**config.mk**
```make
export PLATFORM = sky130hd
export DESIGN_NAME = ttep_top
export DESIGN_NICKNAME = d
export VERILOG_FILES = /design/src/ttep_pkg.sv /design/src/ttep_tap_if.sv /design/src/ttep_tap.sv /design/src/ttep_top.sv
export VERILOG_INCLUDE_DIRS = /design/src
export SDC_FILE = /design/constraint.sdc
export NUM_CORES = 1
export LEC_CHECK = 0
export BUFFER_PORTS_ARGS = -buffer_cell sky130_fd_sc_hd__buf_2
export CAP_MARGIN = 10
export CORE_UTILIZATION = 62
export DETAILED_ROUTE_END_ITERATION = 12
export MAX_ROUTING_LAYER = met4
export PLACE_DENSITY = 0.87
export SETUP_SLACK_MARGIN = 0.4
export SLEW_MARGIN = 20
export SYNTH_ARGS = -nofsm -noshare
export SYNTH_HDL_FRONTEND = slang
export SYNTH_SLANG_ARGS = --single-unit
export TNS_END_PERCENT = 1
```
**constraint.sdc**
```tcl
create_clock -name i_clk -period 5.1 [get_ports i_clk]
set_input_delay 0.255 -clock i_clk [delete_from_list [all_inputs] [get_ports i_clk]]
set_output_delay 0.255 -clock i_clk [all_outputs]
set_load 0.005 [all_outputs]
```
**src/ttep_consts.svh**
```systemverilog
// Timing counts and reset values of the touch, tap, event port and approach scan block
`ifndef TTEP_CONSTS_SVH
`define TTEP_CONSTS_SVH
`define TTEP_CLK_HZ          40000000
`define TTEP_PULSE_MS        100
`define TTEP_PULSE_CYC       ((`TTEP_CLK_HZ / 1000) * `TTEP_PULSE_MS)
`define TTEP_MS_CYC          (`TTEP_CLK_HZ / 1000)
`define TTEP_SLOW_HZ         32000
`define TTEP_SLOW_MS_TICKS   (`TTEP_SLOW_HZ / 1000)
`define TTEP_TAP_MAX_MS      1000
`define TTEP_CAL_MIN_S       2
`define TTEP_CAL_MAX_S       1024
`define TTEP_RST_TAP_MS      10'h12c
`define TTEP_RST_DTAP_MS     10'h12c
`define TTEP_RST_SCAN_MS     8'h32
`define TTEP_RST_CAL_START_S 11'h002
`define TTEP_RST_CAL_FINAL_S 11'h00a
`define TTEP_RST_CAL_TRANS_S 11'h078
`define TTEP_RST_RX_MASK     5'h01
`endif

```
**src/ttep_pkg.sv**
```systemverilog
// Types shared by the touch, tap, event port and approach scan block
package ttep_pkg;
	typedef enum logic [2:0] {
		TTEP_ACT_HIGH     = 3'h0,
		TTEP_ACT_LOW      = 3'h1,
		TTEP_ACT_TOGGLE   = 3'h2,
		TTEP_ACT_PULSE    = 3'h3,
		TTEP_ACT_FOLLOW_H = 3'h4,
		TTEP_ACT_FOLLOW_L = 3'h5
	} ttep_action_t;
	typedef enum logic [1:0] {
		TTEP_PM_PROCESS = 2'h0,
		TTEP_PM_SLEEP   = 2'h1,
		TTEP_PM_SCAN    = 2'h2
	} ttep_pwr_t;
	typedef enum logic [1:0] {
		TTEP_TS_IDLE    = 2'h0,
		TTEP_TS_TOUCH   = 2'h1,
		TTEP_TS_WAIT2   = 2'h2
	} ttep_tap_state_t;
endpackage

```
**src/ttep_tap_if.sv**
```systemverilog
// Per-electrode tap channel carrier between top and tap tracker
interface ttep_tap_if;
	logic touch;
	logic ms_tick;
	logic [9:0] tap_ms;
	logic [9:0] dtap_ms;
	logic touch_ev;
	logic short_ev;
	logic long_ev;
	logic tap_ev;
	logic dtap_ev;
	modport top (output touch, ms_tick, tap_ms, dtap_ms, input touch_ev, short_ev, long_ev, tap_ev, dtap_ev);
	modport chan (input touch, ms_tick, tap_ms, dtap_ms, output touch_ev, short_ev, long_ev, tap_ev, dtap_ev);
endinterface

```
**src/ttep_tap.sv**
```systemverilog
// One electrode's touch, tap and double tap tracker
module ttep_tap (
	input  wire logic i_clk,
	input  wire logic i_arst_n,
	ttep_tap_if.chan  tp
);
	ttep_pkg::ttep_tap_state_t state, next_state;
	logic [9:0] ms_cnt, next_ms_cnt;
	logic       prev, next_prev;
	logic       dtap_pend, next_dtap_pend;
	logic       touch_ev, short_ev, long_ev, tap_ev, dtap_ev;
	logic       n_touch, n_short, n_long, n_tap, n_dtap;

	// Timer counts ms since touch onset or since the last tap release
	always_comb begin
		next_state = state;
		next_prev  = tp.touch;
		next_ms_cnt = (tp.ms_tick && ms_cnt != 10'h3ff) ? ms_cnt + 10'h001 : ms_cnt;
		n_touch = 1'b0;
		n_short = 1'b0;
		n_long  = 1'b0;
		n_tap   = 1'b0;
		n_dtap  = 1'b0;
		if (tp.touch && !prev) begin
			n_touch = 1'b1;
		end
		case (state)
			ttep_pkg::TTEP_TS_IDLE: begin
				if (tp.touch && !prev) begin
					next_state  = ttep_pkg::TTEP_TS_TOUCH;
					next_ms_cnt = 10'h000;
				end
			end
			ttep_pkg::TTEP_TS_TOUCH: begin
				if (!tp.touch) begin
					// Strictly below the window counts as a tap
					if (ms_cnt < tp.tap_ms) begin
						n_short     = 1'b1;
						n_tap       = 1'b1;
						next_state  = ttep_pkg::TTEP_TS_WAIT2;
						next_ms_cnt = 10'h000;
					end else begin
						n_long     = 1'b1;
						next_state = ttep_pkg::TTEP_TS_IDLE;
					end
				end
			end
			ttep_pkg::TTEP_TS_WAIT2: begin
				// Any new touch restarts the hold timer; a late one just cannot pair
				if (tp.touch && !prev) begin
					next_state  = ttep_pkg::TTEP_TS_TOUCH;
					next_ms_cnt = 10'h000;
				end else if (ms_cnt >= tp.dtap_ms) begin
					next_state = ttep_pkg::TTEP_TS_IDLE;
				end
			end
			default: next_state = ttep_pkg::TTEP_TS_IDLE;
		endcase
		// Double tap marks a second tap whose touch began within the interval
		if (state == ttep_pkg::TTEP_TS_TOUCH && !tp.touch && n_tap && dtap_pend) begin
			n_dtap = 1'b1;
		end
	end

	// Pending flag set by a second touch within the interval, held until that touch releases
	always_comb begin
		next_dtap_pend = dtap_pend;
		if (state == ttep_pkg::TTEP_TS_WAIT2 && tp.touch && !prev && ms_cnt < tp.dtap_ms) begin
			next_dtap_pend = 1'b1;
		end else if (state == ttep_pkg::TTEP_TS_TOUCH && !tp.touch) begin
			next_dtap_pend = 1'b0;
		end else if (state == ttep_pkg::TTEP_TS_IDLE) begin
			next_dtap_pend = 1'b0;
		end
	end

	always_ff @(posedge i_clk or negedge i_arst_n) begin
		if (!i_arst_n) begin
			state     <= ttep_pkg::TTEP_TS_IDLE;
			ms_cnt    <= 10'h000;
			prev      <= 1'b0;
			dtap_pend <= 1'b0;
			touch_ev  <= 1'b0;
			short_ev  <= 1'b0;
			long_ev   <= 1'b0;
			tap_ev    <= 1'b0;
			dtap_ev   <= 1'b0;
		end else begin
			state     <= next_state;
			ms_cnt    <= next_ms_cnt;
			prev      <= next_prev;
			dtap_pend <= next_dtap_pend;
			touch_ev  <= n_touch;
			short_ev  <= n_short;
			long_ev   <= n_long;
			tap_ev    <= n_tap;
			dtap_ev   <= n_dtap;
		end
	end

	assign tp.touch_ev = touch_ev;
	assign tp.short_ev = short_ev;
	assign tp.long_ev  = long_ev;
	assign tp.tap_ev   = tap_ev;
	assign tp.dtap_ev  = dtap_ev;

	property p_long_no_tap;
		@(posedge i_clk) disable iff (!i_arst_n) long_ev |-> !tap_ev;
	endproperty
	a_long_no_tap: assert property (p_long_no_tap) else $error("long touch also gave tap");
	property p_dtap_with_tap;
		@(posedge i_clk) disable iff (!i_arst_n) dtap_ev |-> tap_ev && short_ev;
	endproperty
	a_dtap_with_tap: assert property (p_dtap_with_tap) else $error("double tap without a tap");
	property p_touch_onset;
		@(posedge i_clk) disable iff (!i_arst_n) $rose(tp.touch) |=> touch_ev;
	endproperty
	a_touch_onset: assert property (p_touch_onset) else $error("touch onset not reported");
endmodule

```
**src/ttep_top.sv**
```systemverilog
// Touch, tap, event port mapping and self wake-up approach scan scheduler
`include "ttep_consts.svh"
module ttep_top #(
	parameter int N_ELEC = 5,
	parameter int N_PINS = 5,
	parameter int PULSE_CYC = `TTEP_PULSE_CYC,
	parameter int MS_CYC = `TTEP_MS_CYC
) (
	input  wire logic               i_clk,
	input  wire logic               i_arst_n,
	input  wire logic [N_ELEC-1:0]  i_touch,
	input  wire logic [9:0]         i_tap_ms,
	input  wire logic [9:0]         i_dtap_ms,
	input  wire logic [2:0]         i_ev_sel,
	input  wire logic [2:0]         i_ev_pin,
	input  wire logic [2:0]         i_ev_action,
	input  wire logic               i_ev_en,
	input  wire logic               i_slow_oscillator,
	input  wire logic               i_approach_en,
	input  wire logic [7:0]         i_scan_ms,
	input  wire logic [N_ELEC-1:0]  i_rx_extra,
	input  wire logic [N_ELEC-1:0]  i_over_thresh,
	input  wire logic               i_host_wake_en,
	input  wire logic [10:0]        i_cal_start_s,
	input  wire logic [10:0]        i_cal_final_s,
	input  wire logic [10:0]        i_cal_trans_s,
	input  wire logic               i_scan_done,
	input  wire logic               i_external_wake_interrupt,
	input  wire logic               i_bus_start,
	input  wire logic               i_master_clear_pin_n,
	input  wire logic               i_watchdog_reset_source,
	output logic      [N_ELEC-1:0]  o_touching,
	output logic      [N_ELEC-1:0]  o_tap,
	output logic      [N_ELEC-1:0]  o_dtap,
	output logic      [N_ELEC-1:0]  o_long,
	output logic      [N_PINS-1:0]  o_event_output_pin,
	output logic      [1:0]         o_pwr_mode,
	output logic      [N_ELEC-1:0]  o_rx_active,
	output logic                    o_cal_scan,
	output logic                    o_host_wake
);
	// Five electrodes and at most eight pins fit the 3-bit selects
	if (N_ELEC != 5 || N_PINS < 1 || N_PINS > 8 || PULSE_CYC < 1 || MS_CYC < 1) begin : g_bad_param
		$error("ttep_top: unsupported parameters");
	end

	// One ms tick on the main clock for tap windows
	logic [31:0] ms_div, next_ms_div;
	logic        ms_tick;
	assign ms_tick = (ms_div == 32'(MS_CYC - 1));
	always_comb next_ms_div = ms_tick ? 32'h0 : ms_div + 32'h1;
	always_ff @(posedge i_clk or negedge i_arst_n) begin
		if (!i_arst_n) ms_div <= 32'h0;
		else ms_div <= next_ms_div;
	end

	// Independent tracker per electrode
	logic [N_ELEC-1:0] t_ev, s_ev, l_ev, p_ev, d_ev;
	genvar g;
	generate
		for (g = 0; g < N_ELEC; g++) begin : g_el
			ttep_tap_if tif ();
			assign tif.touch   = i_touch[g];
			assign tif.ms_tick = ms_tick;
			assign tif.tap_ms  = i_tap_ms;
			assign tif.dtap_ms = i_dtap_ms;
			assign t_ev[g] = tif.touch_ev;
			assign s_ev[g] = tif.short_ev;
			assign l_ev[g] = tif.long_ev;
			assign p_ev[g] = tif.tap_ev;
			assign d_ev[g] = tif.dtap_ev;
			ttep_tap u_tap (.i_clk(i_clk), .i_arst_n(i_arst_n), .tp(tif));
		end
	endgenerate

	// Event map: 0 touch, 1 tap, 2 double tap, 3 long, 4 approach wake
	logic [N_PINS-1:0][2:0] pin_sel, next_pin_sel, pin_act, next_pin_act;
	logic [N_PINS-1:0]      pin_on, next_pin_on;
	logic [N_PINS-1:0]      pin_lvl, next_pin_lvl;
	logic [N_PINS-1:0][31:0] pls, next_pls;
	logic [4:0]             feat_pulse, feat_level;
	logic                   wake_ev;
	assign feat_pulse = {wake_ev, |l_ev, |d_ev, |p_ev, |t_ev};
	assign feat_level = {wake_ev, |l_ev, |d_ev, |p_ev, |i_touch};

	// Config write moves a feature onto one pin, off all others
	always_comb begin
		next_pin_sel = pin_sel;
		next_pin_act = pin_act;
		next_pin_on  = pin_on;
		if (i_ev_en && 32'(i_ev_pin) < N_PINS && i_ev_sel < 3'h5) begin
			for (int k = 0; k < N_PINS; k++) begin
				if (pin_sel[k] == i_ev_sel) next_pin_on[k] = 1'b0;
			end
			next_pin_sel[i_ev_pin] = i_ev_sel;
			next_pin_act[i_ev_pin] = i_ev_action;
			next_pin_on[i_ev_pin]  = 1'b1;
		end
	end

	// Pin action on its mapped event
	always_comb begin
		next_pin_lvl = pin_lvl;
		next_pls     = pls;
		for (int k = 0; k < N_PINS; k++) begin
			if (pls[k] != 32'h0) next_pls[k] = pls[k] - 32'h1;
			if (pin_on[k]) begin
				case (ttep_pkg::ttep_action_t'(pin_act[k]))
					ttep_pkg::TTEP_ACT_HIGH:     if (feat_pulse[pin_sel[k]]) next_pin_lvl[k] = 1'b1;
					ttep_pkg::TTEP_ACT_LOW:      if (feat_pulse[pin_sel[k]]) next_pin_lvl[k] = 1'b0;
					ttep_pkg::TTEP_ACT_TOGGLE:   if (feat_pulse[pin_sel[k]]) next_pin_lvl[k] = !pin_lvl[k];
					ttep_pkg::TTEP_ACT_PULSE: begin
						// Retrigger restarts the full pulse
						if (feat_pulse[pin_sel[k]]) next_pls[k] = 32'(PULSE_CYC - 1);
						// High on the event cycle and while any count remains: PULSE_CYC cycles
						next_pin_lvl[k] = feat_pulse[pin_sel[k]] || pls[k] > 32'h0;
					end
					ttep_pkg::TTEP_ACT_FOLLOW_H: next_pin_lvl[k] = feat_level[pin_sel[k]];
					ttep_pkg::TTEP_ACT_FOLLOW_L: next_pin_lvl[k] = !feat_level[pin_sel[k]];
					default:                     next_pin_lvl[k] = pin_lvl[k];
				endcase
			end
		end
	end

	always_ff @(posedge i_clk or negedge i_arst_n) begin
		if (!i_arst_n) begin
			pin_sel <= '0;
			pin_act <= '0;
			pin_on  <= '0;
			pin_lvl <= '0;
			pls     <= '0;
		end else begin
			pin_sel <= next_pin_sel;
			pin_act <= next_pin_act;
			pin_on  <= next_pin_on;
			pin_lvl <= next_pin_lvl;
			pls     <= next_pls;
		end
	end

	// Slow oscillator sampled as a level; rising edge is one slow tick
	logic slow_d, slow_q;
	logic slow_tick;
	assign slow_tick = slow_d && !slow_q;
	always_ff @(posedge i_clk or negedge i_arst_n) begin
		if (!i_arst_n) begin
			slow_d <= 1'b0;
			slow_q <= 1'b0;
		end else begin
			slow_d <= i_slow_oscillator;
			slow_q <= slow_d;
		end
	end

	// Wake-up timer, ms and s prescalers on slow ticks
	ttep_pkg::ttep_pwr_t pm, next_pm;
	logic [5:0]  sl_ms, next_sl_ms;
	logic [7:0]  wk_ms, next_wk_ms;
	logic [9:0]  s_div, next_s_div;
	logic [10:0] cal_s, next_cal_s;
	logic [10:0] idle_s, next_idle_s;
	logic        cal, next_cal, host, next_host;
	logic        sec_tick, slow_ms, any_wake;
	logic [10:0] cal_iv;
	assign slow_ms  = slow_tick && (sl_ms == 6'(`TTEP_SLOW_MS_TICKS - 1));
	assign sec_tick = slow_ms && (s_div == 10'h3e7);
	// Past the transition time the final interval applies
	// Recommended 2 s, 10 s after 120 s idle come from the inputs, not from here
	assign cal_iv   = (idle_s >= i_cal_trans_s) ? i_cal_final_s : i_cal_start_s;
	assign any_wake = i_external_wake_interrupt || i_bus_start || !i_master_clear_pin_n ||
			i_watchdog_reset_source;
	assign wake_ev  = (pm == ttep_pkg::TTEP_PM_SCAN) && i_scan_done && |(i_over_thresh & o_rx_active) && !cal;

	always_comb begin
		next_pm     = pm;
		next_sl_ms  = slow_tick ? (slow_ms ? 6'h0 : sl_ms + 6'h1) : sl_ms;
		next_s_div  = slow_ms ? (sec_tick ? 10'h0 : s_div + 10'h1) : s_div;
		next_wk_ms  = wk_ms;
		next_cal_s  = (sec_tick && cal_s != 11'h7ff) ? cal_s + 11'h1 : cal_s;
		next_idle_s = (sec_tick && idle_s != 11'h7ff) ? idle_s + 11'h1 : idle_s;
		next_cal    = cal;
		next_host   = host;
		case (pm)
			ttep_pkg::TTEP_PM_PROCESS: begin
				next_host = 1'b0;
				if (i_approach_en && !(|i_touch)) begin
					next_pm     = ttep_pkg::TTEP_PM_SLEEP;
					next_wk_ms  = 8'h0;
					next_idle_s = 11'h0;
					next_cal_s  = 11'h0;
				end
			end
			ttep_pkg::TTEP_PM_SLEEP: begin
				if (slow_ms) next_wk_ms = wk_ms + 8'h1;
				if (any_wake || !i_approach_en) begin
					next_pm = ttep_pkg::TTEP_PM_PROCESS;
				end else if (slow_ms && wk_ms + 8'h1 >= i_scan_ms) begin
					next_pm  = ttep_pkg::TTEP_PM_SCAN;
					next_cal = (cal_s >= cal_iv);
					if (cal_s >= cal_iv) next_cal_s = 11'h0;
				end
			end
			ttep_pkg::TTEP_PM_SCAN: begin
				if (any_wake || !i_approach_en) begin
					next_pm = ttep_pkg::TTEP_PM_PROCESS;
				end else if (wake_ev) begin
					next_pm   = ttep_pkg::TTEP_PM_PROCESS;
					next_host = i_host_wake_en;
				end else if (i_scan_done) begin
					next_pm    = ttep_pkg::TTEP_PM_SLEEP;
					next_wk_ms = 8'h0;
					next_cal   = 1'b0;
				end
			end
			default: next_pm = ttep_pkg::TTEP_PM_PROCESS;
		endcase
	end

	always_ff @(posedge i_clk or negedge i_arst_n) begin
		if (!i_arst_n) begin
			pm     <= ttep_pkg::TTEP_PM_PROCESS;
			sl_ms  <= 6'h0;
			s_div  <= 10'h0;
			wk_ms  <= 8'h0;
			cal_s  <= 11'h0;
			idle_s <= 11'h0;
			cal    <= 1'b0;
			host   <= 1'b0;
		end else begin
			pm     <= next_pm;
			sl_ms  <= next_sl_ms;
			s_div  <= next_s_div;
			wk_ms  <= next_wk_ms;
			cal_s  <= next_cal_s;
			idle_s <= next_idle_s;
			cal    <= next_cal;
			host   <= next_host;
		end
	end

	// Calibration uses all channels, approach uses channel 0 plus extras
	assign o_rx_active = (pm != ttep_pkg::TTEP_PM_SCAN) ? '0 :
			cal ? {N_ELEC{1'b1}} : (N_ELEC'(`TTEP_RST_RX_MASK) | i_rx_extra);
	assign o_pwr_mode = pm;
	assign o_cal_scan = cal && (pm == ttep_pkg::TTEP_PM_SCAN);
	assign o_host_wake = host;
	assign o_event_output_pin = pin_lvl;
	assign o_touching = i_touch;
	assign o_tap  = p_ev;
	assign o_dtap = d_ev;
	assign o_long = l_ev;

	// Every pin is watched, so a randomly chosen pulse pin is always covered
	for (genvar k = 0; k < N_PINS; k++) begin : g_pulse_chk
		property p_pulse_len;
			@(posedge i_clk) disable iff (!i_arst_n)
				(pin_on[k] && pin_act[k] == 3'h3 && feat_pulse[pin_sel[k]]) |=> pin_lvl[k] [*8];
		endproperty
		a_pulse_len: assert property (p_pulse_len) else $error("pulse pin dropped early");
	end
	property p_cal_all;
		@(posedge i_clk) disable iff (!i_arst_n) o_cal_scan |-> &o_rx_active;
	endproperty
	a_cal_all: assert property (p_cal_all) else $error("calibration scan lacks channels");
	property p_wake_exit;
		@(posedge i_clk) disable iff (!i_arst_n) (wake_ev && !any_wake && i_approach_en) |=> pm == ttep_pkg::TTEP_PM_PROCESS;
	endproperty
	a_wake_exit: assert property (p_wake_exit) else $error("threshold did not wake");
	property p_ext_wake;
		@(posedge i_clk) disable iff (!i_arst_n) (pm == ttep_pkg::TTEP_PM_SLEEP && any_wake) |=> pm == ttep_pkg::TTEP_PM_PROCESS;
	endproperty
	a_ext_wake: assert property (p_ext_wake) else $error("wake source ignored");
	property p_scan_rx0;
		@(posedge i_clk) disable iff (!i_arst_n) (pm == ttep_pkg::TTEP_PM_SCAN) |-> o_rx_active[0];
	endproperty
	a_scan_rx0: assert property (p_scan_rx0) else $error("default channel not active");
endmodule

```
==> run_results.csv, run 1 <==
group,metric,value,unit
clock_tree,hold_buffers,7,
worst_setup_path,max_stage_delay,0.42,ns
timing,relSlewSlack,0.249,
worst_setup_path,cp-end-kind,"register",
finish,drive_gt1_frac,0.111,
detailed_routing,dr.pass1.iters,5,
timing,fin_crit_sh,0.754,
timing,rsz0062_at_grt,"false",
power,p_int,6690,µW
worst_setup_path,cp.arrival,4.26,ns
worst_setup_path,crit_path_cell_trace,"ha_1, nor2b_1, o21a_1, o21a_1, o21ai_0, nand3_1, a21oi_1, buf_4, mux2_2, ha_1, nand2b_1, a21oi_1, nor2b_1, o2111ai_1, a32o_1, nor4_1, buf_4, nor3_1",
clock_tree,cts-root-buf,"clkbuf_16",
detailed_routing,num_vias,17800,
outcome,status,"completed",
power,pwr-share-comb,0.210,
clock_tree,clk_pin_slew,0.06,ns
timing,max_freq,260,MHz
synth,synth_cells,2255,
clock_tree,postCtsSetupRepairBufs,0,
worst_setup_path,criticalPathCategory,"register to register",
global_routing,grt_overflow_total,0,
synth,syn-num-nets,2502,
worst_setup_path,crit_required,5.51,ns
floorplanning,fp.dieH,189,µm
worst_setup_path,rr_endpoint,"cal_s[5]",
synth,syn_area_per_cell,9.60,µm²
floorplanning,row_count,68,
worst_setup_path,start_kind,"register",
timing,finalHoldViolCount,0,
power,clock_power_share,0.350,
power,p_switching,2990,µW
worst_setup_path,path_delay_family,"compound AO/OA/AOI/OAI gates",
timing,tns,0,ns
detailed_routing,wl_per_cell,18.1,µm
power,power_density,398,mW/mm²
floorplanning,num_io_pins,130,
global_routing,grt_usage,0.305,
worst_hold_path,min-delay-start,"i_scan_done",
power,fin_total_pwr,9680,µW
clock_tree,cts_resized,0,
clock_tree,clockBufferDepth,3,
timing,worst_slack,1.25,ns
placement,io_buffers,128,
synth,synth_edf_count,0,
synth,synth_cell_type_count,72,
finish,final_nets,2626,
synth,ys_warn_count,0,
timing,setup_viol,0,
worst_hold_path,holdCritPathClass,"input pin to register",
detailed_routing,drt-total-wl,51800,µm
timing,drv_slew,0,
worst_setup_path,rr_worst_depth,18,
timing,period_minus_slack,3.85,ns
placement,dp_hpwl,35800,µm
timing,tightest_slew,1.12,ns
finish,area_growth,12.3,%
timing,clock_skew,0.0230,ns
timing,fin_hold_ws,0.0534,ns
power,sw_frac_of_total,0.309,
placement,pre_cts_ws,1.28,ns
detailed_routing,vias_per_cell,6.19,
power,irDropWorstVdd,0.283,mV
clock_tree,insertion_delay,0.55,ns
detailed_routing,drtAntennaViolNets,0,
worst_setup_path,critPathBufInv,2,
job,drv_cap,0,
clock_tree,cts_sinks,374,
worst_hold_path,worstHoldPathCells,3,
worst_setup_path,reg2reg_slack,1.25,ns
global_routing,grt_pass1_vias,18200,
power,seq_power_share,0.440,
floorplanning,coreArea,0.0345,mm²
synth,ys.flop_type,"dfrtp_1",
clock_tree,cts_tree,"built",
worst_hold_path,holdPathEnd,"o_pwr_mode[1]",
power,power_leakage,0.0108,µW
global_routing,grt_pass1_wl,87300,µm
placement,place_congestion,0.913,
detailed_routing,route.detailed.drc,0,
synth,synthesis.area,0.0216,mm²
worst_setup_path,timing.rr.start,"idle_s[1]",
floorplanning,fp.dieW,189,µm
clock_tree,cts_buffers,41,
floorplanning,start_util,0.628,
worst_setup_path,crit_slowest_cell,"dfrtp_1",
global_routing,antenna_found_initial,3,
synth,ys_ff_latch,374,
synth,async_flop_share,1.00,
detailed_routing,drt_iter0_drc,1252,
global_routing,grt_start_max_net_pins,141,
floorplanning,die_area,0.0357,mm²
clock_tree,htreeDepth,2,
worst_setup_path,crit_fanout,11,
synth,ys_seq_area_frac,0.432,
-- flip-flops by register name, indices dropped and copies added (netlist names), 6 cells and up --
| name | cells |
|---|---|
| g_el.u_tap.ms_cnt | 50 |
| pin_sel | 15 |
| pls | 160 |
| ms_div | 32 |
| pin_act | 15 |
| sl_ms | 6 |
| cal_s | 11 |
| s_div | 10 |
| wk_ms | 8 |
| g_el.u_tap.state | 10 |
| idle_s | 11 |
-- power groups by stage --
stage,Sequential [µW],Combinational (µW),Clock (µW)
4_1_cts,4240,2020,3430
3_5_place_dp,4270,1980,0
3_3_place_gp,4220,1850,0
6_report,4250,2030,3390
2_1_floorplan,4100,1530,0
5_1_grt,4340,2290,3540
-- cell type report --
| cell class | count | area (µm²) |
|---|---|---|
| Antenna cell | 3 | 7.51 |
| Clock buffer | 60 | 1260 |
| Clock inverter | 15 | 310 |
| Fill cell | 2354 | 10200 |
| Inverter | 92 | 345 |
| Multi-Input combinational cell | 1725 | 11600 |
| Sequential cell | 374 | 9360 |
| Tap cell | 455 | 569 |
| Timing Repair Buffer | 145 | 821 |
-- cell families after synthesis --
family	after synthesis	synth area share
adders and majority gates	151	0.0873
DFF	374	0.432
xor gates and xnor gates	249	0.101
AOI/OAI and AO/OA	286	0.0883
buffers and inverters	156	0.0309
muxes	60	0.0298
and+or+nand+nor	979	0.231
-- layout by cell type (no fill, tap or decap), types with 53 or more instances in the layout --
cell,netlist,routed
nand2_1,208,208
o21ai_0,64,64
xnor2_1,173,173
a21oi_1,65,65
nand3_1,75,75
buf_2,6,127
nand4_1,53,53
dfrtp_1,374,374
nor2_1,253,253
inv_1,92,92
xor2_1,76,76
ha_1,151,151
nor3_1,99,98
-- tightest hold or removal path, delay by kind of cell --
kind	cells	cell delay (ns)
buffers and inverters	1	0.11
AO/OA/AOI/OAI	1	0.07
AND/OR/NAND/NOR	1	0.10
-- synth_stat cells, drive strengths merged, types with 28 or more instances --
cell	n	area, µm²
a21o	31	233
a21oi	65	325
clkbuf	37	139
dfrtp	374	9360
ha	151	1890
inv	92	345
mux2	36	405
nand2	208	781
nand2b	28	175
nand3	75	375
nand4	53	332
nor2	255	962
nor2b	35	219
nor3	99	495
nor4	52	372
o21ai	66	330
or3	38	238
or4	29	225
xnor2	173	1520
xor2	76	666
-- worst max path at each step --
stage	start	cells after the start	slack (ns)	to
after CTS	idle_s[1]	18	1.23	cal_s[5]
final	idle_s[1]	18	1.25	cal_s[5]
after global placement	idle_s[1]	18	1.33	cal_s[3]
after global routing	idle_s[1]	16	0.94	cal_s[8]
after floorplan	idle_s[1]	18	1.34	cal_s[0]
after detailed placement	idle_s[1]	18	1.28	cal_s[4]
-- metal layers --
layer  vias up  track usage  share of wire
met5         -            -              0
met4         0        0.122          0.038
met3       189       0.0458          0.064
met2       667        0.509           0.49
met1      8668        0.373           0.40
li1       8237            -              -
-- through the flow --
step / utilization / cells / instance area, µm²
CTS: 0.705 / 2866 / 24300
finish: 0.705 / 2869 / 24300
floorplan: - / 2255 / 21600
global route: 0.705 / 2869 / 24300
global placement: 0.657 / 2784 / 22700
detailed placement: 0.657 / 2784 / 22700
Note: power is estimated with default switching activity, not from simulation.
==> run 2: changes to the inputs <==
--- a/config.mk
+++ b/config.mk
@@ -8,10 +8,10 @@
 export LEC_CHECK = 0
 export BUFFER_PORTS_ARGS = -buffer_cell sky130_fd_sc_hd__buf_2
 export CAP_MARGIN = 10
-export CORE_UTILIZATION = 62
+export CORE_UTILIZATION = 56
 export DETAILED_ROUTE_END_ITERATION = 12
 export MAX_ROUTING_LAYER = met4
-export PLACE_DENSITY = 0.87
+export PLACE_DENSITY = 0.83
 export SETUP_SLACK_MARGIN = 0.4
 export SLEW_MARGIN = 20
 export SYNTH_ARGS = -nofsm -noshare
==> constraint.sdc (replaced) <==
create_clock -name i_clk -period 3.3 [get_ports i_clk]
set_input_delay 0.165 -clock i_clk [delete_from_list [all_inputs] [get_ports i_clk]]
set_output_delay 0.165 -clock i_clk [all_outputs]
set_load 0.005 [all_outputs]
==> run_results.csv, run 2 (synthesis results as in run 1) <==
group,metric,value,unit
finish,layout_commonest_cell,"dfrtp_1",
timing,relSlewSlack,0.425,
detailed_routing,drt-total-wl,52100,µm
placement,place_congestion,0.915,
timing,period_minus_slack,3.61,ns
outcome,violations,"setup timing",
clock_tree,htreeDepth,2,
finish,finalInstanceArea,0.0248,mm²
worst_setup_path,path_delay_family,"compound AO/OA/AOI/OAI gates",
timing,drv_slew,0,
timing,tns,-3.39,ns
worst_setup_path,reg2reg_slack,-0.31,ns
finish,multiInputGateArea,0.0118,mm²
clock_tree,cts_sinks,374,
job,drv_cap,0,
finish,area_growth,14.6,%
floorplanning,row_count,71,
worst_setup_path,crit_required,3.69,ns
power,irDropWorstVdd,0.380,mV
clock_tree,clk_pin_slew,0.06,ns
placement,postPlaceCellArea,0.0230,mm²
detailed_routing,num_vias,17700,
outcome,status,"finished, violations left",
detailed_routing,vias_per_cell,5.95,
floorplanning,start_util,0.572,
global_routing,grt_start_max_net_pins,103,
detailed_routing,drtAntennaViolNets,0,
placement,dp_hpwl,36600,µm
placement,pre_cts_ws,-0.751,ns
timing,rsz0062_at_grt,"true",
worst_hold_path,holdCritPathClass,"input pin to register",
power,power_density,587,mW/mm²
detailed_routing,dr.pass1.iters,6,
worst_setup_path,cpMostUsedCell,"o21ai_1",
worst_setup_path,crit_fanout,6,
power,fin_total_pwr,14600,µW
floorplanning,num_io_pins,130,
worst_setup_path,criticalPathCategory,"register to register",
clock_tree,cts_tree,"built",
timing,worst_slack,-0.311,ns
clock_tree,cts-root-buf,"clkbuf_16",
timing,fin_crit_sh,1.09,
global_routing,grt_pass1_vias,18100,
timing,finalHoldViolCount,0,
floorplanning,fp.dieH,199,µm
finish,regArea,0.00936,mm²
timing,setup_viol,12,
timing,fin_hold_ws,0.107,ns
timing,max_freq,277,MHz
detailed_routing,drt_iter0_drc,1152,
clock_tree,clockBufferDepth,3,
worst_setup_path,crit_slowest_cell,"dfrtp_1",
global_routing,antenna_found_initial,1,
worst_setup_path,crit_path_cell_trace,"ha_4, nor2b_1, o21a_1, o21a_1, o21ai_1, nand3_1, a21oi_4, buf_8, buf_6, mux2i_1, ha_2, a211o_1, o21ai_1, a21oi_1, o21ai_1, a32o_2, nor4_4, buf_6, nor3_2",
worst_setup_path,cp.arrival,4.00,ns
global_routing,grt_pass1_wl,86600,µm
worst_setup_path,cp-end-kind,"register",
placement,io_buffers,128,
timing,tightest_slew,0.860,ns
clock_tree,cts_buffers,40,
finish,fill_cells,2893,
floorplanning,die_area,0.0394,mm²
floorplanning,fp.dieW,199,µm
finish,mostFrequentLayoutCells,"374 x dfrtp_1, 253 x nor2_1, 207 x nand2_1, 173 x xnor2_1, 149 x ha_1",
worst_setup_path,start_kind,"register",
finish,drive_gt1_frac,0.135,
global_routing,grt_overflow_total,0,
worst_setup_path,critPathBufInv,3,
power,power_leakage,0.0110,µW
timing,clock_skew,0.0138,ns
global_routing,grt_usage,0.278,
finish,top_regs,"pls (160), g_el.u_tap.ms_cnt (50), ms_div (32)",
finish,largest-register,"pls",
detailed_routing,route.detailed.drc,0,
floorplanning,coreArea,0.0378,mm²
clock_tree,insertion_delay,0.54,ns
detailed_routing,wl_per_cell,17.5,µm
finish,final_nets,2679,
worst_setup_path,max_stage_delay,0.40,ns
finish,largest_reg_flops,160,
-- run 2: cell types whose count changed in the layout (fill, tap and decap cells not counted), sizes merged --
cell,previous run,this run
buf,138,183
clkinvlp,1,0
clkbuf,60,59
bufinv,9,4
dlygate4sd3,7,16
-- run 2: path summary, 6_finish.rpt --
| kind | from | end | cells after the start |
|---|---|---|---|
| max in group asynchronous | i_arst_n | pls[159] | 3 |
| max reg2reg | idle_s[1] | cal_s[8] | 19 |
| min in group asynchronous | i_arst_n | pls[26] | 2 |
| min reg2reg | slow_d | slow_q | 0 |
| min | i_ev_en | pin_on[3] | 4 |
| max | idle_s[1] | cal_s[8] | 19 |
-- run 2: layout make-up --
cell class / count / area share
Clock inverter: 9 / 0.00600
Multi-Input combinational cell: 1725 / 0.476
Antenna cell: 3 / 0.000303
Sequential cell: 374 / 0.377
Inverter: 92 / 0.0139
Tap cell: 511 / 0.0258
Timing Repair Buffer: 199 / 0.0517
Clock buffer: 59 / 0.0485
-- run 2: worst min-delay path, cell delays in order --
cell and delay, ns:
buf_2 0.09, nand3_1 0.06, o21ai_0 0.16, a22o_1 0.13
-- run 2: per-stage QoR --
stage	util	instances
6_report	0.656	2972
5_1_grt	0.655	2970
4_1_cts	0.652	2968
3_5_place_dp	0.609	2878
3_3_place_gp	0.609	2878
2_1_floorplan	-	2255
-- run 2: repair_timing --
item | 4_1_cts | 5_1_grt
cloned | 0 | 0
hold buffers | 16 | 0
endpoints found under the hold margin | 125 | 0
resized for setup | 17 | 20
setup endpoints to repair | 15 | 68
setup buffers | 6 | 1
pin swaps | 12 | 16
-- run 2: report_power, final --
part           switching [µW]  leakage, µW  internal [µW]
logic                    1760      0.00575           1600
clock network            1820     0.000669           2830
registers                1040      0.00462           5520
-- run 2: per-layer routing --
layer	share of wire	global-route usage	vias to the layer above	wire [µm]
met4	0.037	0.112	0	1910
met3	0.057	0.0434	159	3000
met5	0	-	-	0
met2	0.49	0.462	547	25700
li1	-	-	8325	-
met1	0.41	0.339	8655	21500
==> run 3: changes to the inputs <==
--- a/config.mk
+++ b/config.mk
@@ -12,7 +12,7 @@
 export DETAILED_ROUTE_END_ITERATION = 12
 export MAX_ROUTING_LAYER = met4
 export PLACE_DENSITY = 0.83
-export SETUP_SLACK_MARGIN = 0.4
+export SETUP_SLACK_MARGIN = 0.15
 export SLEW_MARGIN = 20
 export SYNTH_ARGS = -nofsm -noshare
 export SYNTH_HDL_FRONTEND = slang
==> run_results.csv, run 3 (synthesis results as in run 1) <==
group,metric,value,unit
clock_tree,cts_sinks,374,
finish,final_cells,2971,
worst_setup_path,start_kind,"register",
detailed_routing,vias_per_cell,6.01,
timing,tightest_slew,0.822,ns
clock_tree,insertion_delay,0.54,ns
timing,period_minus_slack,3.66,ns
global_routing,grt_pass1_vias,18100,
detailed_routing,drt-total-wl,52800,µm
finish,layout_commonest_cell,"dfrtp_1",
timing,relSlewSlack,0.452,
finish,area_growth,14.4,%
finish,mostFrequentLayoutCells,"373 x dfrtp_1, 253 x nor2_1, 208 x nand2_1, 172 x xnor2_1, 149 x ha_1",
finish,largest_reg_flops,160,
job,drv_cap,0,
timing,max_freq,273,MHz
floorplanning,start_util,0.572,
outcome,status,"finished, violations left",
clock_tree,clockBufferDepth,3,
clock_tree,clk_pin_slew,0.06,ns
floorplanning,die_area,0.0394,mm²
floorplanning,num_io_pins,130,
clock_tree,htreeDepth,2,
power,power_leakage,0.0110,µW
worst_setup_path,crit_path_cell_trace,"ha_4, nor2b_1, o21a_1, o21a_1, o21ai_1, nand3_1, a21oi_4, buf_6, mux2_4, ha_4, nand2b_4, a21oi_2, nor2b_1, o2111ai_1, a32o_2, nor4_4, buf_6, nor3_2",
outcome,violations,"setup timing",
placement,place_congestion,0.915,
worst_setup_path,crit_slowest_cell,"dfrtp_1",
timing,fin_hold_ws,0.105,ns
timing,rsz0062_at_grt,"true",
global_routing,grt_pass1_wl,86500,µm
clock_tree,cts-root-buf,"clkbuf_16",
detailed_routing,wl_per_cell,17.8,µm
placement,dp_hpwl,36600,µm
detailed_routing,dr.pass1.iters,6,
global_routing,grt_usage,0.278,
detailed_routing,num_vias,17800,
detailed_routing,drt_iter0_drc,1199,
power,irDropWorstVdd,0.379,mV
placement,pre_cts_ws,-0.751,ns
placement,io_buffers,128,
timing,worst_slack,-0.362,ns
timing,setup_viol,12,
clock_tree,cts_tree,"built",
worst_setup_path,criticalPathCategory,"register to register",
detailed_routing,route.detailed.drc,0,
global_routing,grt_start_max_net_pins,103,
floorplanning,row_count,71,
power,power_density,589,mW/mm²
global_routing,grt_overflow_total,0,
floorplanning,coreArea,0.0378,mm²
worst_hold_path,holdCritPathClass,"input pin to register",
finish,final_nets,2679,
global_routing,antenna_found_initial,1,
detailed_routing,drtAntennaViolNets,0,
placement,placed_cells,2878,
floorplanning,fp.dieW,199,µm
finish,largest-register,"pls",
finish,top_regs,"pls (160), g_el.u_tap.ms_cnt (50), ms_div (32)",
clock_tree,cts_buffers,40,
floorplanning,fp.dieH,199,µm
timing,drv_slew,0,
timing,fin_crit_sh,1.11,
worst_setup_path,cp-end-kind,"register",
worst_setup_path,cp.arrival,4.05,ns
timing,clock_skew,0.0157,ns
finish,drive_gt1_frac,0.133,
worst_setup_path,max_stage_delay,0.40,ns
finish,finalCoreUtilization,0.655,
timing,finalHoldViolCount,0,
worst_setup_path,crit_fanout,6,
worst_setup_path,crit_required,3.69,ns
-- run 3: layout make-up --
class,instances,area (µm²)
inverters,92,345
clock inverters,9,149
multi-input cells,1725,11800
diodes,2,5.00
flip-flops and latches,374,9360
repair buffers,199,1280
well taps,511,639
clock buffers,59,1200
fillers,2889,13100
-- run 3: routing by layer --
metal	GRT usage	wire length, µm	share of wire	vias up
li1	-	-	-	8324
met1	0.338	21600	0.41	8733
met2	0.462	26000	0.49	603
met3	0.0431	3220	0.061	184
met4	0.112	2010	0.038	0
met5	-	0	0	-
-- run 3: worst max-delay path: cells and delay by family, from the launching register on --
kind / cells / cell delay [ns]
compound gates: 7 / 1.23
fa+ha+maj: 2 / 0.48
buf+inv: 2 / 0.33
simple gates: 6 / 0.78
mux: 1 / 0.30
flops: 1 / 0.40
-- run 3: final timing paths --
path / cells after the start / slack, ns / start / endpoint
worst max-delay path: 18 / -0.36 / idle_s[1] / cal_s[1]
worst min register to register: 0 / 0.39 / slow_d / slow_q
max in group asynchronous: 3 / 2.03 / i_arst_n / pls[159]
worst max register to register: 18 / -0.36 / idle_s[1] / cal_s[1]
worst min-delay path: 4 / 0.10 / i_ev_en / pin_on[3]
min in group asynchronous: 2 / 0.27 / i_arst_n / pls[26]
-- run 3: metrics by stage --
stage / power, µW / setup TNS (ns) / instance area [µm²]
detailed placement: 9770 / -8.37 / 23000
global route: 15400 / -6.09 / 24800
global placement: 9490 / -5.51 / 23000
floorplan: 8730 / 0 / 21700
finish: 14600 / -4.17 / 24800
CTS: 14600 / -3.50 / 24700
-- run 3: report_power, final --
part           internal [µW]  switching, µW
combinational           1610           1770
sequential              5520           1040
clock                   2830           1830
total                   9960           4640
-- run 3: repair_timing --
| item | 4_1_cts | 5_1_grt |
|---|---|---|
| cloned | 0 | 0 |
| endpoints found under the setup margin | 12 | 16 |
| hold endpoints to repair | 125 | 0 |
| pin swaps | 11 | 9 |
| buffers inserted | 6 | 2 |
| hold buffers | 15 | 0 |
| gates resized for setup | 16 | 13 |
